File: config.mk
export PLATFORM = sky130hd
export DESIGN_NAME = audio_adc_channel1_config
export DESIGN_NICKNAME = d
export VERILOG_FILES = /design/src/design/chan1_field_decode.v /design/src/design/audio_adc_channel1_config.v
export VERILOG_INCLUDE_DIRS = /design/src /design/src/design
export SDC_FILE = /design/constraint.sdc
export NUM_CORES = 1
export LEC_CHECK = 0
export BUFFER_PORTS_ARGS = -buffer_cell sky130_fd_sc_hd__buf_4
export CAP_MARGIN = 10
export CORE_MARGIN = 1
export CORE_UTILIZATION = 47
export DETAILED_ROUTE_END_ITERATION = 10
export GPL_TIMING_DRIVEN = 1
export PLACE_DENSITY = 0.65
export SLEW_MARGIN = 0
export SYNTH_ARGS = -nofsm -noshare
export SYNTH_HDL_FRONTEND = slang
export SYNTH_SLANG_ARGS = --single-unit
File: constraint.sdc
create_clock -name clk_sys -period 5 [get_ports clk_sys]
set_input_delay 0 -clock clk_sys [delete_from_list [all_inputs] [get_ports clk_sys]]
set_output_delay 0 -clock clk_sys [all_outputs]
set_load 0.02 [all_outputs]
File: src/design/chan1_config_defines.vh
// constants for the channel 1 configuration register bank
// assumes: included by bare name from design files under design/
//
// What this block does
// - bit 7 of input setup picks microphone (0) or line (1) input kind
// - bits 6-5 pick differential, single-ended or pulse microphone source; 3 reserved
// - bit 4 picks AC (0) or DC (1) coupling, only with analog source
// - bits 3-2 pick 2.5k, 10k or 20k input impedance; 3 reserved
// - bit 1 of input setup is reserved, reads zero, host writes reset value
// - bit 0 enables range function chosen by bit 3 of mode register 108
// - gain code bits 7-1, 0.5 dB steps, 0 to 42 dB at 84; above reserved
// - gain bit 0 makes gain negative, down to -11 dB, only 10k/20k impedance
// - volume 0 mutes, 1 is -100 dB, 0.5 dB steps, 201 is 0 dB
// - trim bits 7-4, 0.1 dB steps, code 8 is 0 dB, -0.8 to 0.7 dB
// - trim bits 3-0 are reserved, read zero, host writes zeros
// - volume register resets to 0xC9, meaning 0 dB
`ifndef CHAN1_CONFIG_DEFINES_VH
`define CHAN1_CONFIG_DEFINES_VH

// ----------------------------------------
// register offsets
// ----------------------------------------
`define OFS_INPUT_SETUP     8'h3c
`define OFS_ANALOG_GAIN     8'h3d
`define OFS_DIGITAL_VOLUME  8'h3e
`define OFS_GAIN_TRIM       8'h3f

// ----------------------------------------
// reset values and writable masks
// ----------------------------------------
`define RST_INPUT_SETUP     8'h00
`define RST_ANALOG_GAIN     8'h00
`define RST_DIGITAL_VOLUME  8'hc9
`define RST_GAIN_TRIM       8'h80
`define MASK_INPUT_SETUP    8'hfd
`define MASK_ANALOG_GAIN    8'hff
`define MASK_DIGITAL_VOLUME 8'hff
`define MASK_GAIN_TRIM      8'hf0

// ----------------------------------------
// field positions
// ----------------------------------------
`define POS_INPUT_KIND      7
`define POS_SOURCE_HI       6
`define POS_SOURCE_LO       5
`define POS_COUPLING        4
`define POS_IMPEDANCE_HI    3
`define POS_IMPEDANCE_LO    2
`define POS_RANGE_ENABLE    0
`define POS_GAIN_HI         7
`define POS_GAIN_LO         1
`define POS_GAIN_NEGATIVE   0
`define POS_TRIM_HI         7
`define POS_TRIM_LO         4

// ----------------------------------------
// field codes and scale points
// ----------------------------------------
`define SRC_DIFFERENTIAL    2'h0
`define SRC_SINGLE_ENDED    2'h1
`define SRC_PULSE_MIC       2'h2
`define SRC_RESERVED        2'h3
`define IMP_2K5             2'h0
`define IMP_RESERVED        2'h3
`define GAIN_CODE_MAX       7'h54
`define GAIN_NEG_MAX_HALFDB 7'h16
`define VOLUME_ZERO_DB      9'h0c9
`define TRIM_ZERO_DB        5'h08

// ----------------------------------------
// control port
// ----------------------------------------
`define CTRL_DEVICE_ADDR    7'h4c

`endif

File: src/design/chan1_field_decode.v
// registered decode of the channel 1 fields into datapath controls
// assumes: register values are stable flops in the clk_sys domain
`timescale 1ns/1ns
`include "chan1_config_defines.vh"

module chan1_field_decode (
    input  wire              clk_sys,
    input  wire              rstn,
    input  wire [7:0]        inputSetup,
    input  wire [7:0]        analogGain,
    input  wire [7:0]        digitalVolume,
    input  wire [7:0]        gainTrim,
    input  wire              rangeModeSelect,
    output reg               sourceAnalog,
    output reg               sourcePulseMic,
    output reg               sourceReserved,
    output reg               couplingDcActive,
    output reg               impedanceReserved,
    output reg               enhancerActive,
    output reg               levelControlActive,
    output reg signed [7:0]  gainHalfDb,
    output reg               gainCodeReserved,
    output reg               negativeGainIllegal,
    output reg               volumeMute,
    output reg signed [8:0]  volumeHalfDb,
    output reg signed [4:0]  trimTenthDb
);

    // ----------------------------------------
    // gain in half dB with clamping
    // ----------------------------------------
    function signed [7:0] gainValue;
        input [6:0] code;
        input       negative;
        reg   [6:0] mag;
        begin
            mag = (code > `GAIN_CODE_MAX) ? `GAIN_CODE_MAX : code;
            if (negative) begin
                if (mag > `GAIN_NEG_MAX_HALFDB) begin
                    mag = `GAIN_NEG_MAX_HALFDB;
                end
                gainValue = -$signed({1'b0, mag});
            end else begin
                gainValue = $signed({1'b0, mag});
            end
        end
    endfunction

    wire [1:0] source    = inputSetup[`POS_SOURCE_HI:`POS_SOURCE_LO];
    wire [1:0] impedance = inputSetup[`POS_IMPEDANCE_HI:`POS_IMPEDANCE_LO];
    wire [6:0] gainCode  = analogGain[`POS_GAIN_HI:`POS_GAIN_LO];
    wire       gainNeg   = analogGain[`POS_GAIN_NEGATIVE];
    wire       analogSel = (source == `SRC_DIFFERENTIAL) || (source == `SRC_SINGLE_ENDED);

    // ----------------------------------------
    // decode flops
    // ----------------------------------------
    always @(posedge clk_sys or negedge rstn) begin
        if (!rstn) begin
            sourceAnalog        <= 1'b1;
            sourcePulseMic      <= 1'b0;
            sourceReserved      <= 1'b0;
            couplingDcActive    <= 1'b0;
            impedanceReserved   <= 1'b0;
            enhancerActive      <= 1'b0;
            levelControlActive  <= 1'b0;
            gainHalfDb          <= 8'sh00;
            gainCodeReserved    <= 1'b0;
            negativeGainIllegal <= 1'b0;
            volumeMute          <= 1'b0;
            volumeHalfDb        <= 9'sh000;
            trimTenthDb         <= 5'sh00;
        end else begin
            sourceAnalog        <= analogSel;
            sourcePulseMic      <= (source == `SRC_PULSE_MIC);
            sourceReserved      <= (source == `SRC_RESERVED);
            couplingDcActive    <= inputSetup[`POS_COUPLING] & analogSel;
            impedanceReserved   <= (impedance == `IMP_RESERVED);
            enhancerActive      <= inputSetup[`POS_RANGE_ENABLE] & ~rangeModeSelect;
            levelControlActive  <= inputSetup[`POS_RANGE_ENABLE] & rangeModeSelect;
            gainHalfDb          <= gainValue(gainCode, gainNeg);
            gainCodeReserved    <= (gainCode > `GAIN_CODE_MAX);
            negativeGainIllegal <= gainNeg && (impedance == `IMP_2K5);
            volumeMute          <= (digitalVolume == 8'h00);
            volumeHalfDb        <= $signed({1'b0, digitalVolume})
                                   - $signed(`VOLUME_ZERO_DB);
            trimTenthDb         <= $signed({1'b0, gainTrim[`POS_TRIM_HI:`POS_TRIM_LO]})
                                   - $signed(`TRIM_ZERO_DB);
        end
    end

endmodule // chan1_field_decode

File: src/design/audio_adc_channel1_config.v
// channel 1 configuration bank with its two-wire control port
// assumes: scl and sda input sampled on clk_sys, much faster than scl
`timescale 1ns/1ns
`include "chan1_config_defines.vh"

module audio_adc_channel1_config #(
    parameter [6:0] DEVICE_ADDR = `CTRL_DEVICE_ADDR
) (
    input  wire              clk_sys,
    input  wire              rstn,
    input  wire              scl,
    input  wire              sdaIn,
    output wire              sdaOut,
    output reg               sdaOe,
    input  wire              rangeModeSelect,

    output reg               chan1InputKind,
    output reg  [1:0]        chan1InputSource,
    output reg               chan1CouplingSelect,
    output reg  [1:0]        chan1InputImpedance,
    output reg               chan1RangeFunctionEnable,
    output reg  [6:0]        chan1GainCode,
    output reg               chan1GainNegative,
    output reg  [7:0]        chan1VolumeCode,
    output reg  [3:0]        chan1GainTrimCode,

    output wire              sourceAnalog,
    output wire              sourcePulseMic,
    output wire              sourceReserved,
    output wire              couplingDcActive,
    output wire              impedanceReserved,
    output wire              enhancerActive,
    output wire              levelControlActive,
    output wire signed [7:0] gainHalfDb,
    output wire              gainCodeReserved,
    output wire              negativeGainIllegal,
    output wire              volumeMute,
    output wire signed [8:0] volumeHalfDb,
    output wire signed [4:0] trimTenthDb
);

    // ----------------------------------------
    // control port states
    // ----------------------------------------
    localparam [3:0] ST_IDLE     = 4'h0;

    localparam [3:0] ST_ADDR     = 4'h1;
    localparam [3:0] ST_ACK_ADDR = 4'h2;
    localparam [3:0] ST_PTR      = 4'h3;
    localparam [3:0] ST_ACK_PTR  = 4'h4;
    localparam [3:0] ST_WR       = 4'h5;
    localparam [3:0] ST_ACK_WR   = 4'h6;

    localparam [3:0] ST_RD       = 4'h7;
    localparam [3:0] ST_RD_ACK   = 4'h8;
    localparam [3:0] ST_RD_NEXT  = 4'h9;

    reg  [3:0] state;
    reg  [7:0] shift;
    reg  [3:0] bitCount;
    reg        readDir;
    reg  [7:0] pointer;

    reg        sclPrev;
    reg        sdaPrev;

    reg  [7:0] inputSetup;
    reg  [7:0] analogGain;
    reg  [7:0] digitalVolume;
    reg  [7:0] gainTrim;

    reg  [7:0] readData;

    reg        wrStrobe;
    reg  [7:0] wrData;
    reg  [7:0] wrAddr;

    wire sclRise = ~sclPrev & scl;
    wire sclFall = sclPrev & ~scl;

    wire startCond = sclPrev & scl & sdaPrev & ~sdaIn;
    wire stopCond  = sclPrev & scl & ~sdaPrev & sdaIn;

    // open drain: only ever pulls low
    assign sdaOut = 1'b0;

    // ----------------------------------------
    // readback mux, reserved bits masked to zero
    // ----------------------------------------
    always @* begin
        case (pointer)
            `OFS_INPUT_SETUP:    readData = inputSetup & `MASK_INPUT_SETUP;
            `OFS_ANALOG_GAIN:    readData = analogGain;
            `OFS_DIGITAL_VOLUME: readData = digitalVolume;
            `OFS_GAIN_TRIM:      readData = gainTrim & `MASK_GAIN_TRIM;
            default:             readData = 8'h00;
        endcase
    end

    // ----------------------------------------
    // pin history for edge and condition detection
    // ----------------------------------------
    always @(posedge clk_sys or negedge rstn) begin
        if (!rstn) begin
            sclPrev <= 1'b1;
            sdaPrev <= 1'b1;
        end else begin
            sclPrev <= scl;
            sdaPrev <= sdaIn;
        end
    end

    // ----------------------------------------
    // control port engine
    // ----------------------------------------
    always @(posedge clk_sys or negedge rstn) begin
        if (!rstn) begin
            state    <= ST_IDLE;
            shift    <= 8'h00;
            bitCount <= 4'h0;
            readDir  <= 1'b0;
            pointer  <= 8'h00;
            sdaOe    <= 1'b0;
            wrStrobe <= 1'b0;
            wrData   <= 8'h00;
            wrAddr   <= 8'h00;
        end else begin
            wrStrobe <= 1'b0;

            if (startCond) begin
                state    <= ST_ADDR;
                bitCount <= 4'h0;
                sdaOe    <= 1'b0;
            end else if (stopCond) begin
                state <= ST_IDLE;
                sdaOe <= 1'b0;
            end else begin
                case (state)
                    ST_ADDR, ST_PTR, ST_WR: begin
                        if (sclRise) begin
                            shift    <= {shift[6:0], sdaIn};
                            bitCount <= bitCount + 4'h1;
                        end else if (sclFall && bitCount == 4'h8) begin
                            if (state == ST_ADDR) begin
                                if (shift[7:1] == DEVICE_ADDR) begin
                                    readDir <= shift[0];
                                    sdaOe   <= 1'b1;
                                    state   <= ST_ACK_ADDR;
                                end else begin
                                    state <= ST_IDLE;
                                end
                            end else if (state == ST_PTR) begin
                                pointer <= shift;
                                sdaOe   <= 1'b1;
                                state   <= ST_ACK_PTR;
                            end else begin
                                wrStrobe <= 1'b1;
                                wrData   <= shift;
                                wrAddr   <= pointer;
                                sdaOe    <= 1'b1;
                                state    <= ST_ACK_WR;
                            end
                        end
                    end

                    ST_ACK_ADDR: begin
                        if (sclFall) begin
                            if (readDir) begin
                                shift    <= readData;
                                sdaOe    <= ~readData[7];
                                bitCount <= 4'h1;
                                state    <= ST_RD;
                            end else begin
                                sdaOe    <= 1'b0;
                                bitCount <= 4'h0;
                                state    <= ST_PTR;
                            end
                        end
                    end

                    ST_ACK_PTR, ST_ACK_WR: begin
                        if (sclFall) begin
                            sdaOe    <= 1'b0;
                            bitCount <= 4'h0;
                            if (state == ST_ACK_WR) begin
                                pointer <= pointer + 8'h01;
                            end
                            state <= ST_WR;
                        end
                    end

                    ST_RD: begin
                        if (sclFall) begin
                            if (bitCount == 4'h8) begin
                                sdaOe   <= 1'b0;
                                pointer <= pointer + 8'h01;
                                state   <= ST_RD_ACK;
                            end else begin
                                shift    <= {shift[6:0], 1'b0};
                                sdaOe    <= ~shift[6];
                                bitCount <= bitCount + 4'h1;
                            end
                        end
                    end

                    ST_RD_ACK: begin
                        if (sclRise) begin
                            state <= sdaIn ? ST_IDLE : ST_RD_NEXT;
                        end
                    end

                    ST_RD_NEXT: begin
                        if (sclFall) begin
                            shift    <= readData;
                            sdaOe    <= ~readData[7];
                            bitCount <= 4'h1;
                            state    <= ST_RD;
                        end
                    end

                    default: begin
                        state <= ST_IDLE;
                        sdaOe <= 1'b0;
                    end
                endcase
            end
        end
    end

    // ----------------------------------------
    // register storage
    // ----------------------------------------
    always @(posedge clk_sys or negedge rstn) begin
        if (!rstn) begin
            inputSetup    <= `RST_INPUT_SETUP;
            analogGain    <= `RST_ANALOG_GAIN;
            digitalVolume <= `RST_DIGITAL_VOLUME;
            gainTrim      <= `RST_GAIN_TRIM;
        end else if (wrStrobe) begin
            case (wrAddr)
                `OFS_INPUT_SETUP:    inputSetup    <= wrData & `MASK_INPUT_SETUP;
                `OFS_ANALOG_GAIN:    analogGain    <= wrData & `MASK_ANALOG_GAIN;
                `OFS_DIGITAL_VOLUME: digitalVolume <= wrData & `MASK_DIGITAL_VOLUME;
                `OFS_GAIN_TRIM:      gainTrim      <= wrData & `MASK_GAIN_TRIM;
                default:             inputSetup    <= inputSetup;
            endcase
        end
    end

    // ----------------------------------------
    // raw field outputs, one flop behind storage
    // ----------------------------------------
    always @(posedge clk_sys or negedge rstn) begin
        if (!rstn) begin
            chan1InputKind           <= 1'b0;
            chan1InputSource         <= `SRC_DIFFERENTIAL;
            chan1CouplingSelect      <= 1'b0;
            chan1InputImpedance      <= `IMP_2K5;
            chan1RangeFunctionEnable <= 1'b0;
            chan1GainCode            <= 7'h00;
            chan1GainNegative        <= 1'b0;
            chan1VolumeCode          <= `RST_DIGITAL_VOLUME;
            chan1GainTrimCode        <= 4'h8;
        end else begin
            chan1InputKind           <= inputSetup[`POS_INPUT_KIND];
            chan1InputSource         <= inputSetup[`POS_SOURCE_HI:`POS_SOURCE_LO];
            chan1CouplingSelect      <= inputSetup[`POS_COUPLING];
            chan1InputImpedance      <= inputSetup[`POS_IMPEDANCE_HI:`POS_IMPEDANCE_LO];
            chan1RangeFunctionEnable <= inputSetup[`POS_RANGE_ENABLE];
            chan1GainCode            <= analogGain[`POS_GAIN_HI:`POS_GAIN_LO];
            chan1GainNegative        <= analogGain[`POS_GAIN_NEGATIVE];
            chan1VolumeCode          <= digitalVolume;
            chan1GainTrimCode        <= gainTrim[`POS_TRIM_HI:`POS_TRIM_LO];
        end
    end

    // ----------------------------------------
    // derived datapath controls
    // ----------------------------------------
    chan1_field_decode u_decode (
        .clk_sys             (clk_sys),
        .rstn                (rstn),
        .inputSetup          (inputSetup),
        .analogGain          (analogGain),
        .digitalVolume       (digitalVolume),
        .gainTrim            (gainTrim),
        .rangeModeSelect     (rangeModeSelect),
        .sourceAnalog        (sourceAnalog),
        .sourcePulseMic      (sourcePulseMic),
        .sourceReserved      (sourceReserved),
        .couplingDcActive    (couplingDcActive),
        .impedanceReserved   (impedanceReserved),
        .enhancerActive      (enhancerActive),
        .levelControlActive  (levelControlActive),
        .gainHalfDb          (gainHalfDb),
        .gainCodeReserved    (gainCodeReserved),
        .negativeGainIllegal (negativeGainIllegal),
        .volumeMute          (volumeMute),
        .volumeHalfDb        (volumeHalfDb),
        .trimTenthDb         (trimTenthDb)
    );

endmodule // audio_adc_channel1_config

==> results.json <==
{
  "max_freq_mhz": 391,
  "internal_power_mw": 1.96,
  "rrSetupSlack_ps": 2440,
  "largest_reg_flops": 9,
  "synth_area_per_cell_um2": 11.9,
  "critical_path_arrival_ps": 2850,
  "critPathKind": "flip-flop to flip-flop",
  "synth_flop_cell": "dfrtp_1",
  "via_per_inst": 5.72,
  "antenna_cells": 0,
  "clk_pin_slew_ps": 60,
  "p_switching_mw": 0.540,
  "final_hold_viol_count": 0,
  "drv_cap": 0,
  "start_util_pct": 48.9,
  "clockRootBuffer": "clkbuf_16",
  "fill_cells": 926,
  "fin_area_um2": 6850,
  "hp-class": "input port to asynchronous set/reset pin",
  "die_y_um": 112,
  "ys_ff_latch": 127,
  "place_ws_ps": 2490,
  "antenna_left": 0,
  "crit_path_max_fanout": 20,
  "mostFrequentLayoutCells": "114 x dfrtp_1, 65 x buf_4, 50 x mux2_2",
  "synth_edf_count": 0,
  "slew_violations": 0,
  "synth_cells": 476,
  "period_minus_slack_ps": 2560,
  "final.setup.tns_ps": 0,
  "core_area_um2": 11600,
  "fin_ws_ps": 2440,
  "power.share.sequential_pct": 44.0,
  "netSwitchingFraction_pct": 21.6,
  "io_buffers": 64,
  "synth-async-reset-ratio_pct": 100,
  "clock_path_buffers": 2,
  "clockPowerShare_pct": 51.2,
  "first_global_vias": 3810,
  "synth_compound_area_share_pct": 13.0,
  "dr_total_vias": 3955,
  "post_dp_cell_area_um2": 6180,
  "hold_ws_ps": 232,
  "r2r-end": "shift[1]",
  "synthMuxAreaShare_pct": 11.2,
  "r2r-start": "state[2]",
  "insertion_delay_ps": 410,
  "drc": 11,
  "p_comb_share_pct": 4.8,
  "yosysWarnings": 0,
  "p_per_area_nw_per_um2": 365,
  "worstMarginPinSlew_ps": 924,
  "drt_iter0_markers": 239,
  "io_pins": 66,
  "grt_setup_unrepaired": "no",
  "area_growth_pct": 21.0,
  "relSlewSlack_pct": 38.2,
  "grt_pass1_wl_um": 19900,
  "status": "complete, but fails checks",
  "ir_drop_mv": 0.224,
  "design.die.area_um2": 12500,
  "setup_violations": 0,
  "cp-start-kind": "flip-flop",
  "synth_top_family_by_area": "compound AO/OA/AOI/OAI gates",
  "synthAdderAreaFrac_pct": 1.77,
  "crit_path_end_kind": "flip-flop",
  "routabilityCongestion": 0.852,
  "rr_worst_depth": 5,
  "dpl.hpwl_um": 8070,
  "antenna_found_initial": 0,
  "top_register": "u_decode.volumeHalfDb",
  "leakage_nw": 3.21,
  "wl_per_cell_um": 17.1,
  "worst_ep_required_time_ps": 5290,
  "routed_wl_um": 11800,
  "fin_crit_sh_pct": 51.1,
  "synth.cell_area_um2": 5660,
  "violations": "design-rule violations",
  "yosysSeqAreaShare_pct": 56.5,
  "synth-simple-area-share_pct": 12.9,
  "finClkSkew_ps": 11.3,
  "final_common_cell": "dfrtp_1",
  "clock-sinks": 127,
  "row_count": 39,
  "fin_nets": 549,
  "syn_nets": 489,
  "post_cts_buffers": 0,
  "drive_gt1_share_pct": 31.9,
  "h-tree-depth": 4,
  "grt_overflow": 0,
  "track_usage_pct": 20.5,
  "die_w_um": 112,
  "cts_inserted_buffers": 17,
  "synth-xor-area-share_pct": 1.08,
  "cts_tree": "done",
  "ys_types": 70,
  "first_pass_iters": 8,
  "grt_max_degree": 72
}
-- worst max-delay path by stage --
stage / start / to / slack (ps) / cells past startpoint
after CTS: state[2] / shift[7] / 2480 / 5
after global routing: state[2] / shift[7] / 2270 / 5
after detailed placement: state[2] / shift[1] / 2490 / 5
final: state[2] / shift[1] / 2440 / 5
after global placement: state[2] / shift[1] / 2550 / 5
after floorplan: analogGain[5] / u_decode.gainHalfDb[4] / 2950 / 7
-- timing repair --
action	in CTS	in global routing
endpoints found under the hold margin	70	0
hold buffers	4	0
resized for setup	0	0
-- Yosys cell counts (all sizes together) (3+ instances only) --
cell type	number	area (µm²)
o2bb2ai	3	26.3
nor3	10	55.1
mux2i	6	60.1
clkbuf	14	53.8
a21oi	14	73.8
o31ai	3	27.5
nand3	11	55.1
mux2	51	574
nor4	6	37.5
and2	5	31.3
xor2	4	35.0
a31oi	4	25.0
dfrtp	114	2850
or2	3	18.8
a222oi	6	60.1
a22oi	5	42.5
nand2	25	93.8
or3	6	42.5
o21a	6	45.0
nand4	3	18.8
ha	8	100
o21ai	23	115
nor3b	6	55.1
o32ai	3	26.3
nor2	24	90.1
a211oi	3	22.5
a2bb2oi	6	52.6
nand2b	8	50.1
dfstp	13	342
a22o	5	43.8
nand3b	3	22.5
a21o	4	30.0
xnor2	3	26.3
buf	14	88.8
and3	3	18.8
inv	15	56.3
nor2b	9	56.3
o22ai	3	18.8
-- stage by stage --
step	power [mW]	util, %	cells
6_report	2.50	59.2	691
5_1_grt	2.59	59.2	691
4_1_cts	2.52	59.2	691
3_5_place_dp	1.23	53.4	656
3_3_place_gp	1.23	53.4	656
2_1_floorplan	1.18	-	476
-- critical path: stages (launching register included) --
cell     delay, ps
dfrtp_1        730
nor2_1         200
or3_1          360
a21oi_2        340
o21a_1         420
mux2_2         380
-- metal layers --
metal	vias up	GRT usage [%]	share of wire (%)
met5	-	0	0
met4	0	8.56	2.0
met3	18	5.12	4.9
met2	108	30.8	47
met1	1975	28.3	46
li1	1854	-	-
-- power groups by stage --
stage          combinational, mW  sequential, mW  clock [mW]
2_1_floorplan             0.0816            1.10           0
4_1_cts                    0.123            1.10        1.30
3_5_place_dp               0.118            1.12           0
5_1_grt                    0.137            1.10        1.35
3_3_place_gp               0.114            1.11           0
6_report                   0.121            1.10        1.28
-- layout make-up --
cell class                      count  area [µm²]  share of cell area (%)
Tap cell                          143         179                    2.61
Sequential cell                   127        3190                    46.7
Clock buffer                       22         494                    7.22
Clock inverter                      9         131                    1.92
Inverter                           15        56.3                   0.822
Timing Repair Buffer               69         528                    7.71
Multi-Input combinational cell    306        2260                    33.1
-- kinds of logic (layout without fill, tap and decap cells) --
family,count (synthesis),after routing
AO/OA/AOI/OAI,102,102
XOR/XNOR,7,7
adder cells (fa/ha/maj),8,8
buffers and inverters,43,115
flip-flops,127,127
multiplexers,57,57
other,1,1
AND/OR/NAND/NOR,131,131
Note: power is estimated with default switching activity, not from simulation.
